===== src/rtl/src_pkg.sv =====
/*
  src_pkg: constants for the standby and reset control block.
  assumes a 125 MHz system clock; no registers reachable by software bus.
*/
package src_pkg;
  // clock period in ns and glitch filter time in ns
  localparam int CLK_PERIOD_NS     = 8;
  localparam int RST_FILTER_NS     = 200;
  localparam int RST_FILTER_CYC    = (RST_FILTER_NS + CLK_PERIOD_NS - 1) / CLK_PERIOD_NS;
  localparam int RST_FILTER_W      = 8;
  // standby control register layout and reset value
  localparam int          STBY_W        = 8;
  localparam logic [7:0]  STBY_RESET    = 8'h00;
  localparam int          STBY_HALT_BIT = 0;
  localparam int          STBY_STOP_BIT = 1;
  // reset vector byte addresses, low byte first
  localparam logic [15:0] VEC_LO_ADDR   = 16'h0000;
  localparam logic [15:0] VEC_HI_ADDR   = 16'h0001;

  typedef enum logic [2:0] {
    SRC_RESET,
    SRC_VEC_LO,
    SRC_VEC_HI,
    SRC_WAIT_REL,
    SRC_RUN,
    SRC_HALT,
    SRC_STOP
  } src_state_t;
endpackage


===== src/rtl/src_rst_filter.sv =====
/*
  src_rst_filter: synchronises the active-low reset pin and filters glitches.
  assumes the pin is asynchronous to clk_sys_in; output changes only after
  the synchronised level has been stable for FILT_CYC cycles.
*/
`timescale 1ns/1ps
module src_rst_filter
  import src_pkg::*;
#(
  parameter int FILT_CYC = RST_FILTER_CYC
) (
  input  wire logic clk_sys_in,
  input  wire logic sys_rst_in,
  input  wire logic pin_rst_n_in,
  output logic      rst_filt_n_out
);
  logic                    sync1_reg, sync2_reg;
  logic                    filt_reg, filt_next;
  logic [RST_FILTER_W-1:0] cnt_reg, cnt_next;

  // counter clears whenever the levels agree, so short lows never pass
  always_comb begin
    filt_next = filt_reg;
    cnt_next  = '0;
    if (sync2_reg != filt_reg) begin
      if (cnt_reg == RST_FILTER_W'(FILT_CYC - 1)) begin
        filt_next = sync2_reg;
      end else begin
        cnt_next = cnt_reg + 1'b1;
      end
    end
  end

  // two-stage synchroniser, then filter state
  always_ff @(posedge clk_sys_in) begin
    if (sys_rst_in) begin
      sync1_reg <= 1'b0;
      sync2_reg <= 1'b0;
      filt_reg  <= 1'b0;
      cnt_reg   <= '0;
    end else begin
      sync1_reg <= pin_rst_n_in;
      sync2_reg <= sync1_reg;
      filt_reg  <= filt_next;
      cnt_reg   <= cnt_next;
    end
  end

  assign rst_filt_n_out = filt_reg;
endmodule


===== src/rtl/src_standby_ctrl.sv =====
/*
  src_standby_ctrl: standby (pause / clock-stop) and reset sequencing.
  assumes a cpu core that issues protected and ordinary writes to the
  standby control register as one-cycle strobes, and a memory read port
  answering one cycle after a read strobe.
*/
// Behaviour
// - pause mode halts cpu, clock runs
// - pause exits on irq, nmi or reset
// - stop mode halts cpu and clock
// - stop exits only on nmi or reset
// - modes entered only by register write
// - only protected write changes the register
// - non-complement operand bytes discard the write
// - low reset pin forces reset state
// - reset pin glitches are filtered out
// - reset loads pc from bytes 0,1
// - fetch starts at vector on release
// - external lines high impedance during reset
`timescale 1ns/1ps
module src_standby_ctrl
  import src_pkg::*;
#(
  parameter int FILT_CYC = RST_FILTER_CYC
) (
  input  wire logic              clk_sys_in,
  input  wire logic              sys_rst_in,
  input  wire logic              pin_rst_n_in,
  input  wire logic              nmi_pin_in,
  input  wire logic              irq_pending_in,
  input  wire logic              prot_wr_in,
  input  wire logic [7:0]        prot_op3_in,
  input  wire logic [7:0]        prot_op4_in,
  input  wire logic              store_wr_in,
  input  wire logic [7:0]        store_data_in,
  input  wire logic [7:0]        mem_rdata_in,
  output logic                   mem_rd_out,
  output logic [15:0]            mem_addr_out,
  output logic [15:0]            pc_vector_out,
  output logic                   pc_load_out,
  output logic                   cpu_run_out,
  output logic                   clk_run_out,
  output logic                   ext_oe_out,
  output logic                   wake_irq_out,
  output logic                   wake_nmi_out,
  output logic [STBY_W-1:0]      standby_control_register_out,
  output logic                   prot_reject_out
);
  src_state_t       state_reg, state_next;
  logic [STBY_W-1:0] stby_reg, stby_next;
  logic [15:0]      vec_reg, vec_next;
  logic             pcl_reg, pcl_next;
  logic             rej_reg, rej_next;
  logic             wirq_reg, wirq_next;
  logic             wnmi_reg, wnmi_next;
  logic             rst_filt_n;
  logic             nmi_s1_reg, nmi_s2_reg, nmi_s3_reg;
  logic             nmi_edge;
  logic             prot_ok;

  // pin reset goes through the synchroniser and glitch filter
  src_rst_filter #(
    .FILT_CYC (FILT_CYC)
  ) u_filt (
    .clk_sys_in     (clk_sys_in),
    .sys_rst_in     (sys_rst_in),
    .pin_rst_n_in   (pin_rst_n_in),
    .rst_filt_n_out (rst_filt_n)
  );

  // nmi pin is asynchronous; third stage only feeds the edge detector
  always_ff @(posedge clk_sys_in) begin
    if (sys_rst_in) begin
      nmi_s1_reg <= 1'b0;
      nmi_s2_reg <= 1'b0;
      nmi_s3_reg <= 1'b0;
    end else begin
      nmi_s1_reg <= nmi_pin_in;
      nmi_s2_reg <= nmi_s1_reg;
      nmi_s3_reg <= nmi_s2_reg;
    end
  end
  assign nmi_edge = nmi_s2_reg & ~nmi_s3_reg;

  // operand bytes must be bitwise complements
  assign prot_ok = prot_wr_in && (prot_op3_in == ~prot_op4_in);

  // sequencer: reset vector fetch, run, and the two standby modes
  always_comb begin
    state_next = state_reg;
    stby_next  = stby_reg;
    vec_next   = vec_reg;
    pcl_next   = 1'b0;
    rej_next   = 1'b0;
    wirq_next  = 1'b0;
    wnmi_next  = 1'b0;
    case (state_reg)
      SRC_RESET: begin
        state_next = SRC_VEC_LO;
      end
      SRC_VEC_LO: begin
        vec_next[7:0] = mem_rdata_in;
        state_next    = SRC_VEC_HI;
      end
      SRC_VEC_HI: begin
        vec_next[15:8] = mem_rdata_in;
        state_next     = SRC_WAIT_REL;
      end
      SRC_WAIT_REL: begin
        // vector held until the filtered pin rises
        if (rst_filt_n) begin
          pcl_next   = 1'b1;
          state_next = SRC_RUN;
        end
      end
      SRC_RUN: begin
        // ordinary stores are ignored on purpose
        if (prot_ok) begin
          stby_next = prot_op3_in;
          if (prot_op3_in[STBY_STOP_BIT]) begin
            state_next = SRC_STOP;
          end else if (prot_op3_in[STBY_HALT_BIT]) begin
            state_next = SRC_HALT;
          end
        end else if (prot_wr_in) begin
          rej_next = 1'b1;
        end
      end
      SRC_HALT: begin
        if (nmi_edge) begin
          wnmi_next  = 1'b1;
          state_next = SRC_RUN;
        end else if (irq_pending_in) begin
          wirq_next  = 1'b1;
          state_next = SRC_RUN;
        end
      end
      SRC_STOP: begin
        // maskable requests deliberately not looked at here
        if (nmi_edge) begin
          wnmi_next  = 1'b1;
          state_next = SRC_RUN;
        end
      end
      default: begin
        state_next = SRC_RESET;
      end
    endcase
    if (state_next == SRC_RUN && state_reg != SRC_RUN) begin
      stby_next[STBY_HALT_BIT] = 1'b0;
      stby_next[STBY_STOP_BIT] = 1'b0;
    end
    // filtered low pin aborts run and standby; the vector fetch goes on meanwhile
    if (!rst_filt_n) begin
      if (state_reg == SRC_RUN || state_reg == SRC_HALT || state_reg == SRC_STOP) begin
        state_next = SRC_RESET;
      end
      stby_next  = STBY_RESET;
      wirq_next  = 1'b0;
      wnmi_next  = 1'b0;
      rej_next   = 1'b0;
      pcl_next   = 1'b0;
    end
  end

  always_ff @(posedge clk_sys_in) begin
    if (sys_rst_in) begin
      state_reg <= SRC_RESET;
      stby_reg  <= STBY_RESET;
      vec_reg   <= 16'h0000;
      pcl_reg   <= 1'b0;
      rej_reg   <= 1'b0;
      wirq_reg  <= 1'b0;
      wnmi_reg  <= 1'b0;
    end else begin
      state_reg <= state_next;
      stby_reg  <= stby_next;
      vec_reg   <= vec_next;
      pcl_reg   <= pcl_next;
      rej_reg   <= rej_next;
      wirq_reg  <= wirq_next;
      wnmi_reg  <= wnmi_next;
    end
  end

  // vector reads while in reset; data answers one cycle later
  always_comb begin
    mem_rd_out   = 1'b0;
    mem_addr_out = VEC_LO_ADDR;
    if (state_reg == SRC_RESET) begin
      mem_rd_out = 1'b1;
    end else if (state_reg == SRC_VEC_LO) begin
      mem_rd_out   = 1'b1;
      mem_addr_out = VEC_HI_ADDR;
    end
  end

  assign pc_vector_out                = vec_reg;
  assign pc_load_out                  = pcl_reg;
  assign cpu_run_out                  = (state_reg == SRC_RUN);
  assign clk_run_out                  = (state_reg != SRC_STOP);
  assign ext_oe_out                   = (state_reg == SRC_RUN) || (state_reg == SRC_HALT)
                                        || (state_reg == SRC_STOP);
  assign wake_irq_out                 = wirq_reg;
  assign wake_nmi_out                 = wnmi_reg;
  assign standby_control_register_out = stby_reg;
  assign prot_reject_out              = rej_reg;
endmodule


===== config.mk =====
export PLATFORM = sky130hd
export DESIGN_NAME = src_standby_ctrl
export DESIGN_NICKNAME = d
export VERILOG_FILES = /design/src/rtl/src_pkg.sv /design/src/rtl/src_rst_filter.sv /design/src/rtl/src_standby_ctrl.sv
export SDC_FILE = /design/constraint.sdc
export NUM_CORES = 1
export LEC_CHECK = 0
export BUFFER_PORTS_ARGS = -buffer_cell sky130_fd_sc_hd__buf_2
export CAP_MARGIN = 20
export CELL_PAD_IN_SITES_DETAIL_PLACEMENT = 0
export CELL_PAD_IN_SITES_GLOBAL_PLACEMENT = 2
export CORE_MARGIN = 1.5
export CORE_UTILIZATION = 29
export CTS_CLUSTER_SIZE = 10
export DETAILED_ROUTE_END_ITERATION = 7
export HOLD_SLACK_MARGIN = 0.15
export PLACE_DENSITY_LB_ADDON = 0.1
export SYNTH_ARGS = -nofsm -noshare
export SYNTH_HDL_FRONTEND = slang
export SYNTH_SLANG_ARGS = --single-unit

===== constraint.sdc =====
create_clock -name clk_sys_in -period 2.45 [get_ports clk_sys_in]
set_input_delay 0.1225 -clock clk_sys_in [delete_from_list [all_inputs] [get_ports clk_sys_in]]
set_output_delay 0.1225 -clock clk_sys_in [all_outputs]
set_load 0.005 [all_outputs]

==> results.toml <==
[cells_and_area]
fin_util_pct = 39.3
regArea_um2 = 901
fin_area_um2 = 2680
diodes = 0
drive_gt1_share_pct = 26.3
nNetsFinal = 348
instances_no_fill = 404
area_delta_synth_final_pct = 30.6
multi_input_area_um2 = 1010
largest_reg_flops = 16
fillCellCount = 752

[global_route]
grt_pass1_vias = 1534
grt_max_degree = 28
grt_overflow = 0
grt_antenna_before_repair = 0
track_usage_pct = 12.3
grt_first_pass_wirelength_mm = 7.26

[cts]
clockRootBuffer = "clkbuf_8"
clk_latency_ns = 0.29
cts.clk_slew.worst_paths_ns = 0.08
cts_tree = "yes"
cts.sinks = 45
cts_buffer_depth = 2
cts_setup_buffers = 0
htreeDepth = 2
tritoncts.num_buffers = 5

[placement]
dpl_cell_area_um2 = 2390
hpwl_mm = 3.16
port_buffers = 62
post-place-cells = 376
place.gp.congestion = 0.698
pre_cts_ws_ns = 0.719

[logic_synthesis]
synthCells = 225
ys_ff_latch = 45
synth_most_common_cell = "dfxtp_1"
seq_area_frac_synth_pct = 43.8
syn_area_um2 = 2060
synth_area_leader_cell = "dfxtp_1"
yosysTopAreaCellShare_pct = 43.8
synth_area_leaders = "dfxtp_1 (44%), mux2i_1 (8.3%), nand2_1 (6.4%), buf_4 (6.2%), xor2_1 (4.7%)"
synthArstFlopShare_pct = 0
ys.flop_type = "dfxtp_1"
synth_edf_count = 0
synth_cell_types = 38
syn_avg_cell_area_um2 = 9.14
synth_commonest_cells = "dfxtp_1 (45), nand2_1 (35), nor2_1 (22)"
ys_warn_count = 0

[detailed_routing]
drtIter0Drc = 53
num_vias = 1697
final_antenna_net_count = 0
routedWlPerCell_um = 11.2
firstDrtPassIters = 5
avgViaCountPerCell = 4.20
drc = 0
wl_mm = 4.52

[setup_path]
path_max_fanout = 11
critical_path.max_stage_delay_ns = 0.58
crit_path_cell_trace = "nor2_1 -> nand2_2 -> clkinv_1 -> buf_2"
worstReg2RegEnd = "standby_control_register_out[7]"
crit_slowest_cell = "dfxtp_1"
critical_path_class = "flip-flop to output port"
r2r_slack_ns = 0.69
r2r_start = "state_reg[0]"
crit_required_ns = 2.33
cp.arrival_ns = 1.75
startpoint_type = "flip-flop"
end_kind = "output port"
worst-path-buf-inv = 2
cpLargestDelayFamily = "flip-flops"
ff2ff_path_depth = 5

[die]
core_um2 = 6830
num_io_pins = 87
start_util_pct = 30.1
die_w_um = 87.2
fp.dieArea_um2 = 7600
rows = 30
die_height_um = 87.2

[min_path]
whs_endpoint = "prot_reject_out"
min_path_cells = 5
hold_start = "prot_op4_in[4]"
worstHoldPathType = "primary input to flip-flop"

[outcome]
status = "complete, no violations"

[timing]
finalSetupViolations = 0
maxSlewViolCount = 0
period_share_pct = 76.5
skew_ns = 0.00606
timing.fmax_ghz = 0.533
setup_ws_ns = 0.575
rsz0062_at_grt = "false"
tns_ns = 0
post-route-min-period_ns = 1.87
whs_ns = 0.229
final_hold_viol_count = 0

[power_and_ir_drop]
ir_worst_vdd_v = 0.000302
power_mw = 1.42
leakage_nw = 1.16
p_per_area_nw_per_um2 = 530

[run]
cap_violations = 0
[layout by cell type, fill, tap and decap left out, drive strengths merged, types with 3 or more instances in the layout]
cell type | synthesis | final
dfxtp | 45 | 45
nor3 | 7 | 7
conb | 1 | 15
nor2 | 22 | 22
o311ai | 4 | 4
xnor2 | 5 | 5
buf | 21 | 66
clkinv | 1 | 3
mux2i | 17 | 17
nand2 | 36 | 36
xor2 | 11 | 11
and3 | 3 | 3
clkbuf | 4 | 6
a21oi | 12 | 12
dlygate4sd3 | 0 | 20
nand3 | 5 | 5
nor2b | 9 | 9
[where the power goes]
group          total, mW  switching, mW  internal, mW  leakage, nW
combinational      0.166         0.0821        0.0838        0.747
clock              0.483          0.254         0.229       0.0512
sequential         0.772         0.0189         0.754        0.366
total               1.42          0.355          1.07         1.16
[tightest hold or removal path, cell delays in order]
cell,delay (ns)
buf_2,0.08
xor2_1,0.08
nand2_1,0.06
nor3_1,0.06
nor2_1,0.09
[cell type report]
cell class              instances  area share (%)
inverters                       3           0.420
multi-input cells             166            37.8
well taps                      96            4.48
clock buffers                   6            3.08
flip-flops and latches         45            33.6
clock inverters                 2           0.513
repair buffers                 86            20.1
[repair_timing]
action	4_1_cts	5_1_grt
hold endpoints to repair	28	0
gates resized for setup	0	0
hold buffers	20	0
[worst max-delay path by stage]
stage	start	end	slack [ns]	cells past startpoint
after floorplan	state_reg[1]	pc_vector_out[10]	1.16	6
after global placement	state_reg[0]	standby_control_register_out[7]	0.75	5
after detailed placement	state_reg[0]	standby_control_register_out[7]	0.72	5
after CTS	state_reg[1]	mem_addr_out[0]	0.52	4
after global routing	state_reg[1]	mem_addr_out[0]	0.42	4
final	state_reg[1]	mem_addr_out[0]	0.58	4
[logic make-up (layout without fill, tap and decap cells)]
logic type / Yosys count / after routing / share of synthesized area (%)
and+or+nand+nor: 94 / 94 / 22.9
AOI/OAI and AO/OA: 22 / 22 / 7.43
DFF: 45 / 45 / 43.8
buffers and inverters: 28 / 97 / 9.37
other: 1 / 15 / 0.182
xor gates and xnor gates: 16 / 16 / 6.82
adders and majority gates: 2 / 2 / 1.22
muxes: 17 / 17 / 8.28
[metal layers]
metal | vias up | global-route usage [%] | share of wire, %
met3 | 2 | 3.70 | 6.2
met1 | 769 | 16.7 | 47
met2 | 45 | 18.9 | 46
met5 | - | 0 | 0
met4 | 0 | 3.90 | 0.64
li1 | 881 | - | -
Power figures use the tool's default switching activity.
